## config.mk

```make
export PLATFORM = sky130hd
export DESIGN_NAME = exm_monitor
export DESIGN_NICKNAME = d
export VERILOG_FILES = /design/src/exm_monitor.v
export VERILOG_INCLUDE_DIRS = /design/src
export SDC_FILE = /design/constraint.sdc
export NUM_CORES = 1
export LEC_CHECK = 0
export ABC_AREA = 1
export ABC_CLOCK_PERIOD_IN_PS = 9600
export BUFFER_PORTS_ARGS = -buffer_cell sky130_fd_sc_hd__buf_4
export CAP_MARGIN = 20
export CORE_UTILIZATION = 38
export DETAILED_ROUTE_END_ITERATION = 6
export PLACE_DENSITY = 0.65
export SETUP_SLACK_MARGIN = 0.05
export SYNTH_ARGS = -nofsm -noshare
export SYNTH_HDL_FRONTEND = slang
export SYNTH_SLANG_ARGS = --single-unit
```

## constraint.sdc

```tcl
create_clock -name clock -period 9.6 [get_ports clock]
set_clock_uncertainty 0.1 [all_clocks]
set_input_delay 1.44 -clock clock [delete_from_list [all_inputs] [get_ports clock]]
set_output_delay 1.44 -clock clock [all_outputs]
set_load 0.01 [all_outputs]
```

## src/exm_consts.vh

```
// Constants for the expansion and serial link monitor.
`ifndef EXM_CONSTS_VH
`define EXM_CONSTS_VH

// Clock rate in kHz, used to turn milliseconds into cycles.
`define EXM_CLK_KHZ 100000

// Register byte offsets on the Avalon-MM slave.
`define EXM_REG_CTRL 8'h00
`define EXM_REG_STATUS 8'h04
`define EXM_REG_EXP_IN 8'h08
`define EXM_REG_EXP_OUT 8'h0C
`define EXM_REG_LINK_RX 8'h10
`define EXM_REG_MFI_COUNT 8'h14

// Control register fields.
`define EXM_CTRL_RUN_REQ 0
`define EXM_CTRL_REMOTE_EXP 1
`define EXM_CTRL_LINK_EN 2
`define EXM_CTRL_LINK_BAUD 3
`define EXM_CTRL_EXP_USED 4
`define EXM_CTRL_MFI_BAUD_LO 5
`define EXM_CTRL_MFI_BAUD_HI 6
`define EXM_CTRL_RESET 7'h00

// Status register fields.
`define EXM_ST_BASE_FAULT 0
`define EXM_ST_EXP_FAULT_1_4 1
`define EXM_ST_EXP_FAULT_5_8 2
`define EXM_ST_EXP_NOT_FUNC 3
`define EXM_ST_LINK_DIAG 4
`define EXM_ST_CONFLICT 5
`define EXM_ST_RUN 6
`define EXM_ST_MFI_BUSY 7

// Expansion transfer times in ms.
`define EXM_T_EXP_IN_LOCAL_MS 30
`define EXM_T_EXP_OUT_LOCAL_MS 15
`define EXM_T_EXP_IN_REMOTE_MS 80
`define EXM_T_EXP_OUT_REMOTE_MS 40

// Multi-function interface timeouts in ms, per baud rate code 0..3.
`define EXM_T_MFI_9K6_MS 4000
`define EXM_T_MFI_19K2_MS 3200
`define EXM_T_MFI_38K4_MS 2400
`define EXM_T_MFI_57K6_MS 2000

// Peer link diagnostic delays in ms.
`define EXM_T_CRC_9K6_MS 250
`define EXM_T_CRC_19K2_MS 120
`define EXM_T_NORESP_9K6_MS 1500
`define EXM_T_NORESP_19K2_MS 800

`endif

```

## src/exm_monitor.v

```verilog
// Expansion, serial interface and peer link supervision with an Avalon-MM register slave.
`timescale 1ns/1ns
`default_nettype none
`include "exm_consts.vh"
module exm_monitor #(
    parameter TRANSISTOR_OUTPUTS = 1,
    parameter CLK_KHZ = `EXM_CLK_KHZ, // Clock cycles per millisecond.
    parameter EXP_IN_LOCAL_CYC = `EXM_T_EXP_IN_LOCAL_MS * CLK_KHZ,
    parameter EXP_OUT_LOCAL_CYC = `EXM_T_EXP_OUT_LOCAL_MS * CLK_KHZ,
    parameter EXP_IN_REMOTE_CYC = `EXM_T_EXP_IN_REMOTE_MS * CLK_KHZ,
    parameter EXP_OUT_REMOTE_CYC = `EXM_T_EXP_OUT_REMOTE_MS * CLK_KHZ,
    parameter MFI_9K6_CYC = `EXM_T_MFI_9K6_MS * CLK_KHZ,
    parameter MFI_19K2_CYC = `EXM_T_MFI_19K2_MS * CLK_KHZ,
    parameter MFI_38K4_CYC = `EXM_T_MFI_38K4_MS * CLK_KHZ,
    parameter MFI_57K6_CYC = `EXM_T_MFI_57K6_MS * CLK_KHZ,
    parameter CRC_9K6_CYC = `EXM_T_CRC_9K6_MS * CLK_KHZ,
    parameter CRC_19K2_CYC = `EXM_T_CRC_19K2_MS * CLK_KHZ,
    parameter NORESP_9K6_CYC = `EXM_T_NORESP_9K6_MS * CLK_KHZ,
    parameter NORESP_19K2_CYC = `EXM_T_NORESP_19K2_MS * CLK_KHZ
) (
    // Clock and reset.
    input wire clock,
    input wire rstn,
    // Avalon-MM slave.
    input wire [7:0] avs_address,
    input wire avs_read,
    input wire avs_write,
    input wire [31:0] avs_writedata,
    output reg [31:0] avs_readdata,
    output wire avs_waitrequest,
    // Base transistor output fault sensing.
    input wire [3:0] base_transistor_output,
    output wire base_output_group_fault,
    // Expansion link, received image.
    input wire exp_rx_valid,
    input wire [11:0] exp_rx_inputs,
    input wire exp_rx_fault_1_4,
    input wire exp_rx_fault_5_8,
    // Expansion link, transmitted image.
    output reg exp_tx_valid,
    output reg [7:0] exp_tx_coils,
    // Expansion state.
    output wire expansion_not_functional,
    // Serial multi-function interface.
    input wire mfi_start,
    input wire mfi_char_valid,
    input wire mfi_end,
    output reg mfi_discard,
    // Peer station link.
    input wire link_frame_ok,
    input wire link_crc_error,
    input wire [15:0] link_rx_data,
    output reg link_start_req,
    output wire peer_link_diag_bit,
    // Module conflict and run mode.
    input wire module_conflict_diag,
    output wire run_mode
);

    // ****************************************************************
    // Local definitions
    // ****************************************************************
    localparam MFI_IDLE = 1'b0;
    localparam MFI_BUSY = 1'b1;
    // Picks the stall timeout of the multi-function interface by baud code.
    function [31:0] mfi_limit;
        input [1:0] baud;
        begin
            case (baud)
                2'h0: mfi_limit = MFI_9K6_CYC;
                2'h1: mfi_limit = MFI_19K2_CYC;
                2'h2: mfi_limit = MFI_38K4_CYC;
                2'h3: mfi_limit = MFI_57K6_CYC;
                default: mfi_limit = MFI_9K6_CYC;
            endcase
        end
    endfunction
    // Picks one of two cycle counts by a select bit.
    function [31:0] pick;
        input sel;
        input [31:0] when_low;
        input [31:0] when_high;
        begin
            pick = sel ? when_high : when_low;
        end
    endfunction

    reg rst_meta;
    reg rst_sync;
    reg [6:0] ctrl;
    reg [7:0] exp_out;
    reg bus_ack;
    reg exp_connected;
    reg [31:0] exp_age;
    reg [31:0] exp_tx_timer;
    reg [11:0] exp_in;
    reg exp_f14;
    reg exp_f58;
    reg mfi_state;
    reg [31:0] mfi_timer;
    reg [15:0] mfi_count;
    reg link_diag;
    reg crc_pending;
    reg [31:0] crc_timer;
    reg [31:0] resp_timer;
    reg [15:0] link_rx;
    reg [31:0] next_readdata;
    wire link_en;
    wire link_fast;
    wire [31:0] exp_in_limit;
    wire [31:0] exp_out_limit;
    wire [31:0] crc_limit;
    wire [31:0] resp_limit;
    wire [7:0] status;

    // ****************************************************************
    // Reset release
    // ****************************************************************
    // Releases the asynchronous reset through two flip-flops.
    always @(posedge clock or negedge rstn) begin
        if (!rstn) begin
            rst_meta <= 1'b0;
            rst_sync <= 1'b0;
        end else begin
            rst_meta <= 1'b1;
            rst_sync <= rst_meta;
        end
    end

    // ****************************************************************
    // Fault flags and status
    // ****************************************************************

    // Relay variants have no fault sensing, so the flags stay at zero.
    assign base_output_group_fault = (TRANSISTOR_OUTPUTS != 0) &&
                                     (|base_transistor_output);
    assign expansion_not_functional = !exp_connected;
    assign run_mode = ctrl[`EXM_CTRL_RUN_REQ] && !module_conflict_diag;
    assign peer_link_diag_bit = link_diag;
    assign link_en = ctrl[`EXM_CTRL_LINK_EN];
    assign link_fast = ctrl[`EXM_CTRL_LINK_BAUD];
    assign exp_in_limit = pick(ctrl[`EXM_CTRL_REMOTE_EXP], EXP_IN_LOCAL_CYC,
                               EXP_IN_REMOTE_CYC);
    assign exp_out_limit = pick(ctrl[`EXM_CTRL_REMOTE_EXP], EXP_OUT_LOCAL_CYC,
                                EXP_OUT_REMOTE_CYC);
    assign crc_limit = pick(link_fast, CRC_9K6_CYC, CRC_19K2_CYC);
    assign resp_limit = pick(link_fast, NORESP_9K6_CYC, NORESP_19K2_CYC);

    // Collects the block state shown in the status register.
    assign status = {mfi_state, run_mode, module_conflict_diag, link_diag,
                     expansion_not_functional, exp_f58, exp_f14,
                     base_output_group_fault};

    // ****************************************************************
    // Avalon-MM slave
    // ****************************************************************

    // Every access waits exactly one cycle, then completes.
    assign avs_waitrequest = (avs_read || avs_write) && !bus_ack;

    // Selects read data; unmapped offsets read as zero.
    always @* begin
        case (avs_address)
            `EXM_REG_CTRL: next_readdata = {25'h000_0000, ctrl};
            `EXM_REG_STATUS: next_readdata = {24'h00_0000, status};
            `EXM_REG_EXP_IN: next_readdata = {20'h0_0000, exp_in};
            `EXM_REG_EXP_OUT: next_readdata = {24'h00_0000, exp_out};
            `EXM_REG_LINK_RX: next_readdata = {16'h0000, link_rx};
            `EXM_REG_MFI_COUNT: next_readdata = {16'h0000, mfi_count};
            default: next_readdata = 32'h0000_0000;
        endcase
    end

    // Registers read data in the first cycle; a write lands at the completing edge.
    always @(posedge clock or negedge rst_sync) begin
        if (!rst_sync) begin
            bus_ack <= 1'b0;
            ctrl <= `EXM_CTRL_RESET;
            exp_out <= 8'h00;
            avs_readdata <= 32'h0000_0000;
        end else begin
            bus_ack <= (avs_read || avs_write) && !bus_ack;
            if (avs_read && !bus_ack) begin
                avs_readdata <= next_readdata;
            end
            if (avs_write && bus_ack) begin
                case (avs_address)
                    `EXM_REG_CTRL: ctrl <= avs_writedata[6:0];
                    `EXM_REG_EXP_OUT: exp_out <= avs_writedata[7:0];
                    default: ctrl <= ctrl;
                endcase
            end
        end
    end

    // ****************************************************************
    // Expansion link
    // ****************************************************************

    // Tracks the input image and drops the connection when frames stop.
    // Inputs are taken straight from the link with no debounce.
    always @(posedge clock or negedge rst_sync) begin
        if (!rst_sync) begin
            exp_connected <= 1'b0;
            exp_age <= 32'h0000_0000;
            exp_in <= 12'h000;
            exp_f14 <= 1'b0;
            exp_f58 <= 1'b0;
        end else if (!ctrl[`EXM_CTRL_EXP_USED]) begin
            exp_connected <= 1'b0;
            exp_age <= 32'h0000_0000;
            exp_in <= 12'h000;
            exp_f14 <= 1'b0;
            exp_f58 <= 1'b0;
        end else if (exp_rx_valid) begin
            exp_connected <= 1'b1;
            exp_age <= 32'h0000_0000;
            exp_in <= exp_rx_inputs;
            exp_f14 <= exp_rx_fault_1_4 && (TRANSISTOR_OUTPUTS != 0);
            exp_f58 <= exp_rx_fault_5_8 && (TRANSISTOR_OUTPUTS != 0);
        end else if (exp_age >= exp_in_limit - 32'h1) begin
            exp_connected <= 1'b0;
            exp_in <= 12'h000;
            exp_f14 <= 1'b0;
            exp_f58 <= 1'b0;
        end else begin
            exp_age <= exp_age + 32'h1;
        end
    end

    // Sends the coil image once per output period; zeros while unconnected.
    always @(posedge clock or negedge rst_sync) begin
        if (!rst_sync) begin
            exp_tx_timer <= 32'h0000_0000;
            exp_tx_valid <= 1'b0;
            exp_tx_coils <= 8'h00;
        end else begin
            exp_tx_valid <= 1'b0;
            if (!ctrl[`EXM_CTRL_EXP_USED]) begin
                exp_tx_timer <= 32'h0000_0000;
                exp_tx_coils <= 8'h00;
            end else if (exp_tx_timer >= exp_out_limit - 32'h1) begin
                exp_tx_timer <= 32'h0000_0000;
                exp_tx_valid <= 1'b1;
                exp_tx_coils <= exp_connected ? exp_out : 8'h00;
            end else begin
                exp_tx_timer <= exp_tx_timer + 32'h1;
            end
        end
    end

    // ****************************************************************
    // Multi-function interface supervision
    // ****************************************************************

    // Counts characters of an exchange and discards it when it stalls.
    always @(posedge clock or negedge rst_sync) begin
        if (!rst_sync) begin
            mfi_state <= MFI_IDLE;
            mfi_timer <= 32'h0000_0000;
            mfi_count <= 16'h0000;
            mfi_discard <= 1'b0;
        end else begin
            mfi_discard <= 1'b0;
            case (mfi_state)
                MFI_IDLE: begin
                    mfi_timer <= 32'h0000_0000;
                    if (mfi_start) begin
                        mfi_state <= MFI_BUSY;
                        mfi_count <= 16'h0000;
                    end
                end
                MFI_BUSY: begin
                    if (mfi_end) begin
                        mfi_state <= MFI_IDLE;
                    end else if (mfi_char_valid) begin
                        mfi_timer <= 32'h0000_0000;
                        mfi_count <= mfi_count + 16'h1;
                    end else if (mfi_timer >= mfi_limit({ctrl[`EXM_CTRL_MFI_BAUD_HI],
                                 ctrl[`EXM_CTRL_MFI_BAUD_LO]}) - 32'h1) begin
                        mfi_state <= MFI_IDLE;
                        mfi_count <= 16'h0000;
                        mfi_discard <= 1'b1;
                    end else begin
                        mfi_timer <= mfi_timer + 32'h1;
                    end
                end
                default: mfi_state <= MFI_IDLE;
            endcase
        end
    end

    // ****************************************************************
    // Peer link supervision
    // ****************************************************************

    // Times checksum errors and silence, raises the diagnostic bit,
    // clears the remote-read image and keeps asking for a new exchange.
    always @(posedge clock or negedge rst_sync) begin
        if (!rst_sync) begin
            link_diag <= 1'b0;
            crc_pending <= 1'b0;
            crc_timer <= 32'h0000_0000;
            resp_timer <= 32'h0000_0000;
            link_rx <= 16'h0000;
            link_start_req <= 1'b0;
        end else begin
            link_start_req <= 1'b0;
            if (!link_en) begin
                link_diag <= 1'b0;
                crc_pending <= 1'b0;
                crc_timer <= 32'h0000_0000;
                resp_timer <= 32'h0000_0000;
                link_rx <= 16'h0000;
            end else if (link_frame_ok) begin
                link_diag <= 1'b0;
                crc_pending <= 1'b0;
                crc_timer <= 32'h0000_0000;
                resp_timer <= 32'h0000_0000;
                link_rx <= link_rx_data;
            end else begin
                if (link_crc_error) begin
                    crc_pending <= 1'b1;
                    resp_timer <= 32'h0000_0000;
                end else if (resp_timer >= resp_limit - 32'h1) begin
                    resp_timer <= 32'h0000_0000;
                    link_diag <= 1'b1;
                    link_rx <= 16'h0000;
                    link_start_req <= 1'b1;
                end else begin
                    resp_timer <= resp_timer + 32'h1;
                end
                if (crc_pending || link_crc_error) begin
                    if (crc_timer >= crc_limit - 32'h1) begin
                        crc_timer <= 32'h0000_0000;
                        link_diag <= 1'b1;
                        link_rx <= 16'h0000;
                        link_start_req <= 1'b1;
                    end else begin
                        crc_timer <= crc_timer + 32'h1;
                    end
                end
            end
        end
    end

endmodule
`default_nettype wire

```

==> After elaboration in Yosys (flattened, before gate mapping) <==
Cells that the tools add are included.
{ "totals": {"wordCells": 150, "input_bits": 85, "output_inout_bits": 48, "register_bits": 271} }
{ "op_classes": {"n_addsub": 11, "muxes": 76, "n_reduce_logical": 16, "bitwise": 1, "n_eq_ne": 17, "n_lt_le_gt_ge": 5} }
{ "ops": {"columns": ["operator", "n"], "rows": [
  ["32-bit two-way mux", 19],
  ["32-bit by 1-bit adder with 32-bit output, second input constant", 5],
  ["32-bit greater-or-equal comparator", 5],
  ["16-bit two-way mux", 10],
  ["32-bit one-hot mux with 4 select lines", 1],
  ["16-bit one-hot mux with 6 select lines", 1],
  ["32-bit one-hot mux with 2 select lines", 1],
  ["12-bit two-way mux", 3],
  ["1-bit two-way mux", 32],
  ["16-bit one-hot mux with 2 select lines", 1],
  ["32-bit by 1-bit subtractor with 32-bit output, second input constant", 1],
  ["28-bit by 1-bit subtractor with 29-bit output, second input constant", 1],
  ["28-bit two-way mux", 1],
  ["25-bit by 1-bit subtractor with 26-bit output, second input constant", 1],
  ["25-bit two-way mux", 1],
  ["8-bit two-way mux", 3],
  ["23-bit by 1-bit subtractor with 24-bit output, second input constant", 1],
  ["23-bit two-way mux", 1],
  ["22-bit by 1-bit subtractor with 23-bit output, second input constant", 1],
  ["22-bit two-way mux", 1],
  ["16-bit by 1-bit adder with 16-bit output, second input constant", 1],
  ["8-bit by 4-bit == test with 1-bit output, second input constant", 2],
  ["8-bit by 5-bit == test with 1-bit output, second input constant", 2],
  ["3-bit by 2-bit inequality test with 1-bit output, second input constant", 3],
  ["other kinds (16)", 28]
]} }

==> Logic depth before layout (Yosys ltp) <==
{ "depth": {"ltp_word": 11, "ltp_mapped": 16, "depth_no_buf": 15} }

==> Worst setup path after synthesis <==
Ideal clock, no wire load.
{ "synth_path": {"path_type": "input to output", "startpoint": "input base_transistor_output[3]", "endpoint": "output base_output_group_fault", "required_time_ns": 8.060, "arrival_time_ns": 1.651, "cell_stages": 2, "path_buffers": 0, "path_slack_ns": 6.409, "path_cell_list": "nor2_1 > nand2_1"} }
{ "synth_between": {"elab_chain_len": 1} }
{ "synth_rtl": {"columns": ["item", "line", "text"], "rows": [
  ["start, declared", "exm_monitor.v:32", "input wire [3:0] base_transistor_output,"],
  ["4-bit OR reduction", "exm_monitor.v:136", "(|base_transistor_output);"],
  ["end, declared", "exm_monitor.v:33", "output wire base_output_group_fault,"]
]} }
Every way passes these cells.

==> Worst setup path in the final report <==
{ "layout_path": {"startpoint": "input module_conflict_diag", "endpoint": "output run_mode"} }
{ "layout_between": {"elab_chain_len": 2} }
{ "layout_rtl": {"columns": ["item", "line", "text"], "rows": [
  ["start, declared", "exm_monitor.v:56", "input wire module_conflict_diag,"],
  ["1-bit logical NOT", "exm_monitor.v:138", "assign run_mode = ctrl[`EXM_CTRL_RUN_REQ] && !module_conflict_diag;"],
  ["1-bit logical AND", "exm_monitor.v:138", null],
  ["end, declared", "exm_monitor.v:57", "output wire run_mode"]
]} }
Every way passes these cells.

==> summary.md <==
| Metric | Value |
|---|---|
| Status | finished clean |
| Largest area contributor in the netlist | dfrtp_1 |
| Setup TNS | 0 ns |
| Total GRT Usage | between 10% and 20% |
| Global placement routability congestion | 0.9090 |
| Most frequent cell after synthesis | nand2_1 |
| Finished Layout Cells | 2,660 |
| Placed Area | ~16,000 um^2 |
| Final setup fails | 0 |
| Final ANT Viol Nets | 0 |
| Drt drc | 0 |
| FF+latch count, synth | around 260 |
| Die Span X | a little over 200 um |
| Layout cells sized above 1 | 8.806% |
| Final Max Tran Viols | 0 |
| Peak VDD IR | 0.0001182 V |
| Row Count | 73 |
| Antenna violations before repair | 0 |
| Clock Pin Slew Worst Setup and Hold Paths | 0.06 ns |
| CP Capture Type | output pin |
| Tcrit/Tclk final | around 38% |
| Clk_lat worst skew | between 0.5 and 0.6 ns |
| Crit path DAT | 2.08 ns |
| Distinct cells, synth | 52 |
| Synth top cells by count | nand2_1 (438), dfrtp_1 (255), nor2_1 (244) |
| Avg Inst Size Synth | 7.589 um^2 |
| PwrDens | 142.8 nW/um^2 |
| Max clock buf depth | 3 |
| Worst EP required | approximately 8.1 ns |
| Register area share after synthesis | about two fifths |
| Top Ports | 133 |
| CTS root buf | clkbuf_16 |
| CTS tree | yes |
| Final-stage net count | 2,267 |
| Multi-input gate area | 7799 um^2 |
| # clock sinks | 255 |
| RSZ-0062 raised after global routing | no |
| Sequential Area | 6385 um^2 |
| Max Fclk | 275.9 MHz |
| Post-CTS setup buffer count | 0 |
| Area contributors post-synth | dfrtp_1 (42%), nand2_1 (11%), nand3_1 (6.6%), nor2_1 (6.0%), ha_1 (5.9%) |
| Pin count of the biggest net entering global routing | 170 |
| Design Area, Final | 17,590 um^2 |
| Worst slew margin | 22.55% |
| Tightest Hold Check Type | flop to asynchronous set/reset pin |
| # hold bufs at CTS | 0 |
| DRT iter0 DRCs | 1,042 |
| Vias per cell | 5.088 |
| Synth-to-Final Area Change | 14.66% |
| Crit path kind | input port to output pin |
| Number of fill cells | 4,003 |
| Core box area | 39,820 um^2 |
| Wirelength per Cell | 15.14 um |
| Share of the synthesized area in the top cell type | 41.59% |
| CTS H-Tree Depth | 1 |
| Ys async rst share | 100.0% |
| Starting Density | 38.53% |
| CP max FO | 2 |
| I/O Buffers | 92 |
| Cts repair resizes | 0 |
| Critical Path Start Type | input port |
| Drt first pass iters | 5 |
| Synth Cell Area | roughly 15,000 um^2 |
| Setup ws final | 5.976 ns |
| Die Ht | slightly above 200 um |
| P_leak | 7.891 nW |
| HPWL Detailed | 28,980 um |
| Antenna diodes | 0 |
| Number of synthesized flops with an enable pin | 0 |
| Worst-Margin Slew | approximately 1.2 ns |
| Total grt overflow | 0 |
| Vias in the first global route | between 10k and 15k |
| Fin. Hold Viols | 0 |
| Top FF cell, synth | dfrtp_1 |
| DRT Wirelength | ~40,000 um |
| WHS | 0.2077 ns |
| Post-layout minimum cycle time | 3.624 ns |
| Post-Synthesis Cells | around 2k |
| # placed instances | about 2.6k |
| MaxCap Viol Count | 0 |
| CTS buffer count | 31 |
| Dpl ws | roughly 5.7 ns |
| Synth warn | 0 |
| Full die area | 41,190 um^2 |
| Via count | 13.54k |
| First-pass GRT wire length | 66,590 um |
-- critical path, stage by stage --
cell and delay (ns):
buf_4 0.13, nor2_1 0.31, buf_4 0.20
-- path summary, 6_finish.rpt --
check,startpoint,cells past startpoint,slack (ns),end
min in group clock,rst_meta,0,0.25,rst_sync
min,rst_sync,0,0.21,mfi_timer[6]
max reg2reg,ctrl[1],10,6.02,exp_age[31]
max in group asynchronous,rst_sync,1,7.86,exp_in[2]
min reg2reg,rst_sync,0,0.21,mfi_timer[6]
max,module_conflict_diag,3,5.98,run_mode
-- metrics by stage --
step                power, mW  util, %
floorplan               1.207        -
global placement        1.257    41.34
detailed placement      1.260    41.34
CTS                     2.540    44.18
global route            2.599    44.18
finish                  2.513    44.18
-- sequential cells by signal, indices dropped and copies added (netlist names), 7 cells and up --
register / count
mfi_count: 16
crc_timer: 32
link_rx: 16
resp_timer: 32
exp_tx_coils: 8
ctrl: 7
exp_tx_timer: 32
exp_age: 32
exp_in: 12
exp_out: 8
avs_readdata: 16
mfi_timer: 32
-- cell usage in the layout (no fill, tap or decap), types with 3 or more instances in the layout --
cell type,n
nand2_1,438
dfrtp_1,254
nor2_1,244
inv_1,228
nand3_1,202
o21ai_0,120
buf_4,99
nor3_1,82
ha_1,72
nand4_1,63
xor2_1,61
a21oi_1,52
conb_1,31
clkbuf_16,31
xnor2_1,21
o22ai_1,21
nor4_1,14
clkbuf_8,9
nor3b_1,7
nand3_2,7
a211oi_1,6
or2_2,5
bufinv_16,5
clkinvlp_4,5
o21a_1,4
o21bai_1,3
nor2_2,3
nand2_4,3
o21ai_1,3
o31ai_1,3
clkinv_2,3
clkbuf_1,3
-- final cells by class --
| cell class | instances | area share, % |
|---|---|---|
| Clock buffer | 43 | 5.177 |
| Clock inverter | 15 | 1.252 |
| Inverter | 229 | 4.885 |
| Multi-Input combinational cell | 1493 | 44.33 |
| Sequential cell | 255 | 36.29 |
| Tap cell | 525 | 3.733 |
| Timing Repair Buffer | 100 | 4.338 |
-- routing by layer --
layer	part of all wire [%]	GRT usage [%]	wire length (um)	vias up
met3	6.2	3.066	2489	65
met4	2.7	5.908	1097	0
met2	46	31.96	18330	339
li1	-	-	-	6793
met5	0	0	0	-
met1	46	27.26	18360	6338
-- cell families (layout without fill, tap and decap cells) --
kind of cell / count (synthesis) / count (layout) / synth area share (%)
AOI/OAI and AO/OA: 225 / 225 / 8.105
xor gates and xnor gates: 82 / 82 / 4.680
adders and majority gates: 72 / 72 / 5.871
buffers and inverters: 303 / 387 / 8.301
DFF: 255 / 255 / 41.59
other: 2 / 31 / 0.04894
and+or+nand+nor: 1083 / 1083 / 31.41
-- power breakdown --
group / leakage [nW] / internal, mW / total, mW / switching (mW)
clock network: 0.542 / 0.795 / 1.27 / 0.480
logic: 3.83 / 0.0374 / 0.136 / 0.0986
registers: 3.52 / 1.09 / 1.10 / 0.0159
total: 7.89 / 1.92 / 2.51 / 0.594
(Power assumes the default switching activity.)
